## src/design/debug_interrupt_entry_map.svh

```systemverilog
/*
 * Offsets, field positions, reset values and vector offsets for the
 * debug interrupt entry block.
 * Assumes a 32-bit APB register port and bit 0 as the word's MSB.
 */
// Behaviour
// - Breakpoint, peripheral or port request takes debug
// - Instruction breakpoint saves triggering instruction address
// - Data breakpoint saves following instruction address
// - Maskable or peripheral request saves next address
// - Port request during reset leaves saved state undefined
// - Entry clears saved state bits 1:4, 10:15
// - Saved bits 16:31 copied from machine state 16:31, bits 0, 5:9 cleared
// - Saved bit 30 follows recoverable flag only
// - Entry keeps prefix, machine check; endian from interrupt
// - Data breakpoint loads breakpoint address, keeps fault regs
// - Instruction breakpoint vectors to offset 0x01D00
// - Data breakpoint vectors to offset 0x01C00
// - Maskable or peripheral request vectors to 0x01E00
// - Non-maskable port request vectors to 0x01F00
// - Alignment fault suppresses the whole instruction
// - Architected data storage interrupt never raised
// - Partial execution only for multi-access or unaligned load/store
// - Later unaligned store access fault takes protection
// - Partial update-form never writes base register
// - Unimplemented optional instruction takes software emulation
`ifndef DEBUG_INTERRUPT_ENTRY_MAP_SVH
`define DEBUG_INTERRUPT_ENTRY_MAP_SVH

// Register byte offsets on the APB port
`define OFF_MSTATE 12'h000
`define OFF_SAVE_PC 12'h004
`define OFF_SAVE_STATE 12'h008
`define OFF_BRK_ADDR 12'h00C
`define OFF_DATA_ADDR 12'h010
`define OFF_FAULT_STATUS 12'h014
`define OFF_ENTRY_STATUS 12'h018
`define OFF_FETCH_TARGET 12'h01C

// Machine state bit numbers, bit 0 is the MSB
`define MS_IENDIAN 15
`define MS_EXT_EN 16
`define MS_MCHK 19
`define MS_PREFIX 25
`define MS_RECOV 30
`define MS_ENDIAN 31

// Saved-state bits cleared on entry (1:4 and 10:15) and copied (16:31)
`define SAVE_CLEAR_MASK 32'h783F_0000
`define SAVE_COPY_MASK 32'h0000_FFFF

// Fault status bit numbers for the protection interrupt
`define FAULT_PROT 4
`define FAULT_STORE 6

// Vector bases and offsets
`define VEC_BASE_LOW 32'h0000_0000
`define VEC_BASE_HIGH 32'hFFF0_0000
`define VEC_EMULATION 32'h0000_1000
`define VEC_DATA_PROT 32'h0000_1400
`define VEC_DATA_BRK 32'h0000_1C00
`define VEC_INSTR_BRK 32'h0000_1D00
`define VEC_MASKABLE 32'h0000_1E00
`define VEC_NON_MASKABLE 32'h0000_1F00

// Reset values
`define MS_RESET 32'h0000_0040
`define WORD_RESET 32'h0000_0000

`endif

```

## src/design/debug_interrupt_entry_pkg.sv

```systemverilog
/*
 * Types shared by the debug interrupt entry block and its bench.
 * Assumes the constants header supplies every number.
 */
package debug_interrupt_entry_pkg;

    // Cause of the last interrupt entry
    typedef enum logic [2:0] {
        CAUSE_NONE = 3'b000,
        CAUSE_INSTR_BRK = 3'b001,
        CAUSE_DATA_BRK = 3'b010,
        CAUSE_MASKABLE = 3'b011,
        CAUSE_NON_MASKABLE = 3'b100,
        CAUSE_DATA_PROT = 3'b101,
        CAUSE_EMULATION = 3'b110
    } cause_t;

    // Debug requests from breakpoint logic and the development port
    typedef struct packed {
        logic instr_brk;
        logic data_brk;
        logic periph_brk;
        logic port_maskable;
        logic port_non_maskable;
    } debug_req_t;

    // Addresses the core offers alongside a request
    typedef struct packed {
        logic [31:0] instr_ea;
        logic [31:0] following_ea;
        logic [31:0] next_ea;
        logic [31:0] data_ea;
    } core_addr_t;

    // One load/store access as the core presents it
    typedef struct packed {
        logic valid;
        logic multi_access;
        logic unaligned;
        logic store;
        logic update_form;
        logic align_fault;
        logic prot_fault;
        logic first_access;
        logic unimplemented_opt;
    } lsu_access_t;

    // Verdict returned to the load/store unit
    typedef struct packed {
        logic suppress;
        logic base_update_en;
        logic partial;
        logic data_storage_int;
    } lsu_verdict_t;

endpackage

```

## src/design/debug_interrupt_entry.sv

```systemverilog
/*
 * Debug interrupt entry: takes debug, protection and emulation
 * interrupts, updates the saved and machine state registers, and
 * steers fetch to the vector. Registers are reached over APB.
 * Assumes requests and addresses are synchronous to clock, and that
 * the core holds the instruction until the verdict cycle ends.
 */
`timescale 1ns/1ns
`include "debug_interrupt_entry_map.svh"

module debug_interrupt_entry #(
    parameter int ADDR_WIDTH = 12
) (
    input wire logic clock,
    input wire logic rst,
    // APB slave
    input wire logic psel,
    input wire logic penable,
    input wire logic pwrite,
    input wire logic [ADDR_WIDTH-1:0] paddr,
    input wire logic [31:0] pwdata,
    output logic [31:0] prdata,
    output logic pready,
    output logic pslverr,
    // Core side
    input wire debug_interrupt_entry_pkg::debug_req_t debug_req,
    input wire debug_interrupt_entry_pkg::core_addr_t core_addr,
    input wire debug_interrupt_entry_pkg::lsu_access_t lsu_access,
    output debug_interrupt_entry_pkg::lsu_verdict_t lsu_verdict,
    output logic take_interrupt,
    output logic [31:0] fetch_target,
    output logic [31:0] machine_state_register,
    output logic [31:0] save_restore_pc,
    output logic [31:0] save_restore_state
);

    // Address decode below needs at least the byte offsets in use
    if (ADDR_WIDTH < 5 || ADDR_WIDTH > 32) begin : g_width_check
        $error("ADDR_WIDTH must lie between 5 and 32");
    end

    // Converts a bit number with bit 0 as MSB to a vector index
    function automatic int unsigned bit_index(input int unsigned be_bit);
        bit_index = 31 - be_bit;
    endfunction

    // Software-visible state
    logic [31:0] breakpoint_address_reg; // Data address of a data breakpoint
    logic [31:0] data_address_reg; // Data address of a protection fault
    logic [31:0] data_fault_status; // Cause bits of a protection fault
    debug_interrupt_entry_pkg::cause_t last_cause; // Cause of last entry
    logic saved_undefined; // Port request seen during reset
    logic non_maskable_seen; // Previous level of the non-maskable request

    // Entry decisions
    debug_interrupt_entry_pkg::cause_t next_cause; // Cause taken this cycle
    logic [31:0] next_save_pc; // Address to save on entry
    logic [31:0] vector_offset; // Offset for the cause taken
    logic [31:0] vector_base; // Base picked by the prefix select
    logic [31:0] entry_state; // Saved-state image
    logic [31:0] entry_mstate; // Machine state after entry
    logic maskable_enabled; // External interrupt enable in machine state
    logic non_maskable_edge; // Rising edge of the non-maskable request
    logic prot_take; // Protection interrupt this cycle
    logic emul_take; // Emulation interrupt this cycle

    // APB decode
    logic [ADDR_WIDTH-1:0] word_addr; // Byte address with low bits cleared
    logic apb_access; // Access phase of a transfer
    logic apb_write; // Write that takes effect now
    logic addr_mapped; // Address hits a register
    logic addr_read_only; // Address hits a read-only register

    // The port is always ready, so every access phase completes at once
    assign apb_access = psel && penable;
    assign word_addr = {paddr[ADDR_WIDTH-1:2], 2'b00};
    assign pready = 1'b1;

    // Register decode; read-only registers refuse writes with an error
    always_comb begin
        addr_mapped = 1'b1;
        addr_read_only = 1'b0;
        case (word_addr)
            ADDR_WIDTH'(`OFF_MSTATE): addr_read_only = 1'b0;
            ADDR_WIDTH'(`OFF_SAVE_PC): addr_read_only = 1'b0;
            ADDR_WIDTH'(`OFF_SAVE_STATE): addr_read_only = 1'b0;
            ADDR_WIDTH'(`OFF_BRK_ADDR): addr_read_only = 1'b1;
            ADDR_WIDTH'(`OFF_DATA_ADDR): addr_read_only = 1'b0;
            ADDR_WIDTH'(`OFF_FAULT_STATUS): addr_read_only = 1'b0;
            ADDR_WIDTH'(`OFF_ENTRY_STATUS): addr_read_only = 1'b1;
            ADDR_WIDTH'(`OFF_FETCH_TARGET): addr_read_only = 1'b1;
            default: addr_mapped = 1'b0;
        endcase
    end

    // Error answer for unmapped addresses and writes to read-only words
    assign pslverr = apb_access && (!addr_mapped || (pwrite && addr_read_only));
    assign apb_write = apb_access && pwrite && addr_mapped && !addr_read_only;

    // Read data mux; driven in the access phase only, zero otherwise
    always_comb begin
        prdata = 32'h0000_0000;
        if (apb_access && !pwrite) begin
            case (word_addr)
                ADDR_WIDTH'(`OFF_MSTATE): prdata = machine_state_register;
                ADDR_WIDTH'(`OFF_SAVE_PC): prdata = save_restore_pc;
                ADDR_WIDTH'(`OFF_SAVE_STATE): prdata = save_restore_state;
                ADDR_WIDTH'(`OFF_BRK_ADDR): prdata = breakpoint_address_reg;
                ADDR_WIDTH'(`OFF_DATA_ADDR): prdata = data_address_reg;
                ADDR_WIDTH'(`OFF_FAULT_STATUS): prdata = data_fault_status;
                ADDR_WIDTH'(`OFF_ENTRY_STATUS): begin
                    prdata = {27'h000_0000, saved_undefined, 1'b0, last_cause};
                end
                ADDR_WIDTH'(`OFF_FETCH_TARGET): prdata = fetch_target;
                default: prdata = 32'h0000_0000;
            endcase
        end
    end

    // Maskable sources wait for the enable bit, which entry clears
    assign maskable_enabled = machine_state_register[bit_index(`MS_EXT_EN)];
    // A held non-maskable level must not re-enter every cycle
    assign non_maskable_edge = debug_req.port_non_maskable && !non_maskable_seen;

    // Load/store verdict: partial work only for multi-access or unaligned operations
    always_comb begin
        lsu_verdict.suppress = 1'b0;
        lsu_verdict.partial = 1'b0;
        lsu_verdict.base_update_en = lsu_access.valid && lsu_access.update_form;
        // The architected data storage interrupt is never raised
        lsu_verdict.data_storage_int = 1'b0;
        prot_take = 1'b0;
        if (lsu_access.valid && lsu_access.align_fault) begin
            // Nothing of the instruction runs, base included
            lsu_verdict.suppress = 1'b1;
            lsu_verdict.base_update_en = 1'b0;
        end else if (lsu_access.valid && lsu_access.prot_fault) begin
            // Storage faults go to the protection interrupt instead
            prot_take = 1'b1;
            lsu_verdict.base_update_en = 1'b0;
            if (lsu_access.multi_access || lsu_access.unaligned) begin
                // Earlier accesses of the same instruction stay done
                lsu_verdict.partial = !lsu_access.first_access;
                lsu_verdict.suppress = lsu_access.first_access;
            end else begin
                // A single access never leaves partial work behind
                lsu_verdict.suppress = 1'b1;
            end
        end
    end

    // Unimplemented optional instructions go to software emulation
    assign emul_take = lsu_access.valid && lsu_access.unimplemented_opt;

    // Cause arbitration: the non-maskable port request ranks first
    always_comb begin
        next_cause = debug_interrupt_entry_pkg::CAUSE_NONE;
        if (non_maskable_edge) begin
            next_cause = debug_interrupt_entry_pkg::CAUSE_NON_MASKABLE;
        end else if (debug_req.instr_brk) begin
            next_cause = debug_interrupt_entry_pkg::CAUSE_INSTR_BRK;
        end else if (debug_req.data_brk) begin
            next_cause = debug_interrupt_entry_pkg::CAUSE_DATA_BRK;
        end else if ((debug_req.port_maskable || debug_req.periph_brk)
                && maskable_enabled) begin
            next_cause = debug_interrupt_entry_pkg::CAUSE_MASKABLE;
        end else if (prot_take) begin
            next_cause = debug_interrupt_entry_pkg::CAUSE_DATA_PROT;
        end else if (emul_take) begin
            next_cause = debug_interrupt_entry_pkg::CAUSE_EMULATION;
        end
    end

    // Saved address and vector offset for the cause taken
    always_comb begin
        case (next_cause)
            debug_interrupt_entry_pkg::CAUSE_INSTR_BRK: begin
                next_save_pc = core_addr.instr_ea;
                vector_offset = `VEC_INSTR_BRK;
            end
            debug_interrupt_entry_pkg::CAUSE_DATA_BRK: begin
                next_save_pc = core_addr.following_ea;
                vector_offset = `VEC_DATA_BRK;
            end
            debug_interrupt_entry_pkg::CAUSE_MASKABLE: begin
                next_save_pc = core_addr.next_ea;
                vector_offset = `VEC_MASKABLE;
            end
            debug_interrupt_entry_pkg::CAUSE_NON_MASKABLE: begin
                // Saves the next address; no precise point exists here
                next_save_pc = core_addr.next_ea;
                vector_offset = `VEC_NON_MASKABLE;
            end
            debug_interrupt_entry_pkg::CAUSE_DATA_PROT: begin
                next_save_pc = core_addr.instr_ea;
                vector_offset = `VEC_DATA_PROT;
            end
            debug_interrupt_entry_pkg::CAUSE_EMULATION: begin
                next_save_pc = core_addr.instr_ea;
                vector_offset = `VEC_EMULATION;
            end
            default: begin
                next_save_pc = core_addr.instr_ea;
                vector_offset = `VEC_EMULATION;
            end
        endcase
    end

    // Base from the prefix select bit of the current machine state
    assign vector_base = machine_state_register[bit_index(`MS_PREFIX)]
        ? `VEC_BASE_HIGH : `VEC_BASE_LOW;

    // Saved state: copy 16:31, clear 1:4 and 10:15, bit 30 copied as is
    always_comb begin
        entry_state = machine_state_register & `SAVE_COPY_MASK;
        entry_state = entry_state & ~`SAVE_CLEAR_MASK;
    end

    // Machine state after entry: keep prefix and machine check, endian copied
    always_comb begin
        entry_mstate = 32'h0000_0000;
        entry_mstate[bit_index(`MS_PREFIX)] = machine_state_register[bit_index(`MS_PREFIX)];
        entry_mstate[bit_index(`MS_MCHK)] = machine_state_register[bit_index(`MS_MCHK)];
        entry_mstate[bit_index(`MS_ENDIAN)] = machine_state_register[bit_index(`MS_IENDIAN)];
    end

    // Machine state: entry beats a software write in the same cycle
    always_ff @(posedge clock) begin
        if (rst) begin
            machine_state_register <= `MS_RESET;
        end else if (next_cause != debug_interrupt_entry_pkg::CAUSE_NONE) begin
            machine_state_register <= entry_mstate;
        end else if (apb_write && word_addr == ADDR_WIDTH'(`OFF_MSTATE)) begin
            machine_state_register <= pwdata;
        end
    end

    // Saved address and saved state, loaded on every entry
    always_ff @(posedge clock) begin
        if (rst) begin
            save_restore_pc <= `WORD_RESET;
            save_restore_state <= `WORD_RESET;
        end else if (next_cause != debug_interrupt_entry_pkg::CAUSE_NONE) begin
            save_restore_pc <= next_save_pc;
            save_restore_state <= entry_state;
        end else if (apb_write && word_addr == ADDR_WIDTH'(`OFF_SAVE_PC)) begin
            save_restore_pc <= pwdata;
        end else if (apb_write && word_addr == ADDR_WIDTH'(`OFF_SAVE_STATE)) begin
            save_restore_state <= pwdata;
        end
    end

    // Breakpoint address: only a data breakpoint loads it
    always_ff @(posedge clock) begin
        if (rst) begin
            breakpoint_address_reg <= `WORD_RESET;
        end else if (next_cause == debug_interrupt_entry_pkg::CAUSE_DATA_BRK) begin
            breakpoint_address_reg <= core_addr.data_ea;
        end
    end

    // Fault address and status: a data breakpoint leaves them alone
    always_ff @(posedge clock) begin
        if (rst) begin
            data_address_reg <= `WORD_RESET;
            data_fault_status <= `WORD_RESET;
        end else if (next_cause == debug_interrupt_entry_pkg::CAUSE_DATA_PROT) begin
            data_address_reg <= core_addr.data_ea;
            data_fault_status <= 32'h0000_0000;
            data_fault_status[bit_index(`FAULT_PROT)] <= 1'b1;
            data_fault_status[bit_index(`FAULT_STORE)] <= lsu_access.store;
        end else if (next_cause != debug_interrupt_entry_pkg::CAUSE_DATA_BRK) begin
            // Software may rewrite them unless a protection or data breakpoint entry competes
            if (apb_write && word_addr == ADDR_WIDTH'(`OFF_DATA_ADDR)) begin
                data_address_reg <= pwdata;
            end
            if (apb_write && word_addr == ADDR_WIDTH'(`OFF_FAULT_STATUS)) begin
                data_fault_status <= pwdata;
            end
        end
    end

    // Fetch redirect: one-cycle pulse with the vector held afterwards
    always_ff @(posedge clock) begin
        if (rst) begin
            take_interrupt <= 1'b0;
            fetch_target <= `WORD_RESET;
        end else begin
            take_interrupt <= next_cause != debug_interrupt_entry_pkg::CAUSE_NONE;
            if (next_cause != debug_interrupt_entry_pkg::CAUSE_NONE) begin
                fetch_target <= vector_base | vector_offset;
            end
        end
    end

    // Cause record and non-maskable edge tracking
    always_ff @(posedge clock) begin
        if (rst) begin
            last_cause <= debug_interrupt_entry_pkg::CAUSE_NONE;
            non_maskable_seen <= 1'b0;
        end else begin
            non_maskable_seen <= debug_req.port_non_maskable;
            if (next_cause != debug_interrupt_entry_pkg::CAUSE_NONE) begin
                last_cause <= next_cause;
            end
        end
    end

    // A port request during reset marks the saved pair untrustworthy;
    // the flag stays until software rewrites the saved address or saved state
    always_ff @(posedge clock) begin
        if (rst) begin
            if (debug_req.port_maskable || debug_req.port_non_maskable) begin
                saved_undefined <= 1'b1;
            end
        end else if (apb_write && (word_addr == ADDR_WIDTH'(`OFF_SAVE_PC)
                || word_addr == ADDR_WIDTH'(`OFF_SAVE_STATE))) begin
            saved_undefined <= 1'b0;
        end
    end

endmodule

```

## config.mk

```make
export PLATFORM = sky130hd
export DESIGN_NAME = debug_interrupt_entry
export DESIGN_NICKNAME = d
export VERILOG_FILES = /design/src/design/debug_interrupt_entry_pkg.sv /design/src/design/debug_interrupt_entry.sv
export VERILOG_INCLUDE_DIRS = /design/src /design/src/design
export SDC_FILE = /design/constraint.sdc
export NUM_CORES = 1
export LEC_CHECK = 0
export ABC_AREA = 1
export BUFFER_PORTS_ARGS = -buffer_cell sky130_fd_sc_hd__clkbuf_2
export CORE_AREA = 2 2 168 170
export DETAILED_ROUTE_END_ITERATION = 16
export DIE_AREA = 0 0 170 172
export PLACE_DENSITY = 0.65
export RECOVER_POWER = 100
export SLEW_MARGIN = 20
export SYNTH_ARGS = -nofsm -noshare
export SYNTH_HDL_FRONTEND = slang
export SYNTH_SLANG_ARGS = --single-unit
```

## constraint.sdc

```tcl
create_clock -name clock -period 2 [get_ports clock]
set_clock_uncertainty 0.1 [all_clocks]
set_input_delay 0.1 -clock clock [delete_from_list [all_inputs] [get_ports clock]]
set_output_delay 0.1 -clock clock [all_outputs]
set_load 0.01 [all_outputs]
```

==> out/metrics.yaml <==
run_status:
  status: "finished, violations left"
  violations: "hold timing, setup timing"
timing:
  finalHoldViolCount: 2
  rsz0062_at_grt: "true"
  period_share_pct: 100
  setup_tns_ns: -0.0123
  slew_headroom_pct: 58.4
  setup_viol: 2
  worstMarginPinSlew_ns: 0.623
  setup_ws_ns: -0.00831
  period_needed_ns: 2.01
  drv_slew: 0
  holdWs_ns: -0.00926
  max_freq_ghz: 0.498
detailed_routing:
  wl_met1_mm: 21.4
  vias_per_cell: 5.50
  vias: 13946
  wirelength_mm: 53.2
  first_pass_iters: 6
  avgRoutedWirePerCell_microns: 21.0
  drc: 0
  dr_wl_met3_mm: 6.26
  antenna_left: 0
  top_layer: "met4"
  drtIter0Drc: 1434
  wl_met2_mm: 23.1
critical_path:
  crit_fanout: 6
  path_delay_family: "simple AND/OR/NAND/NOR gates"
  worst_ep_required_time_ns: 2.34
  slowest_delay_ns: 0.34
  crit_buf_inv: 3
  start_kind: "flop"
  crit_arrival_ns: 2.35
  crit_path_end_kind: "flop"
  slowest_stage: "dfxtp_2"
  crit_chain: "o21ai_2 -> nand2_1 -> nand2_1 -> nand2_2 -> nand2_4 -> nand2_4 -> nor2_4 -> clkinv_4 -> nor2_4 -> buf_12 -> buf_12 -> o21ai_2 -> a21oi_2"
  critPathKind: "reg2reg"
grt:
  grt_pass1_vias: 12830
  overflow: 0
  grt_pass1_wl_mm: 75.0
  grt_max_degree: 49
  antenna_found_initial: 0
  grtUsageTotal_pct: 33.5
finish:
  instances_no_fill: 2536
  diodes: 0
  nNetsFinal: 2365
  fillers: 2606
  stdcell_area_sq_um: 16500
  layout-drive-gt1-share_pct: 24.1
  area_growth_syn_to_layout_pct: 52.4
synthesis:
  synthesis.instances: 1645
  ys_top_cells_by_count: "nand2_1 (336), dfxtp_1 (203), o21ai_0 (191)"
  synth_top_area_cell: "dfxtp_1"
  synth_enable_flop_cells: 1
  synthTopCellsByArea: "dfxtp_1 (38%), nand2_1 (12%), o21ai_0 (8.8%)"
  yosysMostFrequentCell: "nand2_1"
  ys.flop_type: "dfxtp_1"
  synth_area_sq_um: 10800
  synthArstFlopShare_pct: 0
  synthDistinctLibCells: 39
  ys_seq_area_share_pct: 37.8
  avgSynthCellArea_sq_um: 6.58
  synth_seq_cells: 204
  yosysTopAreaCellShare_pct: 37.5
  synth_warnings: 0
die:
  die_h_microns: 172
  ioPinCount: 358
  die_x_microns: 170
  initial_core_util_pct: 39.4
  design.die.area_sq_um: 29200
  design.core.area_sq_um: 27500
  core.rowCount: 61
place:
  hpwl_mm: 35.2
  pre_cts_ws_ns: -0.0740
  place_congestion: 0.950
  dp_cells: 2303
  io_buffers: 338
  place_area_sq_um: 13400
cts:
  clk_path_buf_depth: 3
  clock_sinks: 204
  cts_tree: "built"
  clock_latency_ns: 0.51
  htree_levels: 1
  cts_buffers: 23
  clk_pin_slew_ns: 0.06
  clock-root-buffer: "clkbuf_16"
power_and_ir_drop:
  leakage_nw: 6.75
  peakVddDrop_mv: 0.568
  powerDensity_nw_per_um2: 645
job:
  max-cap-violations: 0
hold_path:
  worst_hold_path_type: "in2reg"
==> logic make-up after synthesis <==
family / share of synthesized area, %
DFF: 37.8
other: 0.0694
AOI/OAI and AO/OA: 21.8
buffers and inverters: 12.6
and+or+nand+nor: 27.7
==> final cells by class <==
cell class                 instances  area, sq um  area share, %
sequential                       204         4100           24.8
clock inverter                     5         28.8          0.174
inverter                         167          653           3.96
timing repair buffer             630         4810           29.2
multi-input combinational       1148         5830           35.3
tap                              346          433           2.62
clock buffer                      36          654           3.97
==> per-stage QoR <==
| step | hold WS [ns] | utilization (%) | power (mW) |
|---|---|---|---|
| 2_1_floorplan | 0.0989 | - | 5.35 |
| 3_3_place_gp | 0.249 | 48.7 | 6.21 |
| 3_5_place_dp | 0.251 | 48.7 | 6.22 |
| 4_1_cts | 0.00435 | 57.5 | 10.4 |
| 5_1_grt | 0.0125 | 60.1 | 11.0 |
| 6_report | -0.00926 | 60.1 | 10.6 |
==> final timing paths <==
kind / depth (start not counted) / to / startpoint / slack [ns]
worst max-delay path: 13 / save_restore_state[26]$_SDFFE_PP0P_ / machine_state_register[15]$_SDFFE_PP0P_ / -0.008
worst min-delay path: 5 / save_restore_pc[15]$_SDFFE_PP0P_ / core_addr[47] / -0.009
worst max register to register: 13 / save_restore_state[26]$_SDFFE_PP0P_ / machine_state_register[15]$_SDFFE_PP0P_ / -0.008
worst min register to register: 2 / data_fault_status[8]$_SDFFE_PP0P_ / data_fault_status[8]$_SDFFE_PP0P_ / 0.35
==> power breakdown <==
part	leakage [nW]	total (mW)	internal (mW)	switching, mW
clock	0.337	4.00	2.24	1.76
sequential	1.66	4.39	4.25	0.144
combinational	4.75	2.25	0.947	1.30
==> worst reg2reg max path: cells and delay by family, from the launching register on <==
kind	cells	cell delay (ns)
AOI/OAI and AO/OA	3	0.28
buffers and inverters	3	0.45
and+or+nand+nor	7	0.76
DFF	1	0.34
==> layout by cell type, fill, tap and decap left out, drive strengths merged, types with 23 or more instances in the layout <==
master and count:
inv 164, dfxtp 203, o21ai 204, a21oi 158, buf 125, dlygate4sd3 155, nor3 23, nand3 138
nor2 175, nand2 350, clkbuf 384
==> repair_timing <==
action                                  4_1_cts  5_1_grt
hold buffers                                155        0
resized for setup                             9      168
hold endpoints to repair                    195        0
cloned                                        2       13
pin swaps                                     7       24
setup buffers                                10       13
endpoints found under the setup margin      142      218
==> per-layer routing <==
layer,GRT usage [%],vias to the layer above
li1,-,6447
met1,45.2,6376
met2,52.8,973
met3,7.53,150
met4,12.0,0
met5,0,-
Power figures use the tool's default switching activity.
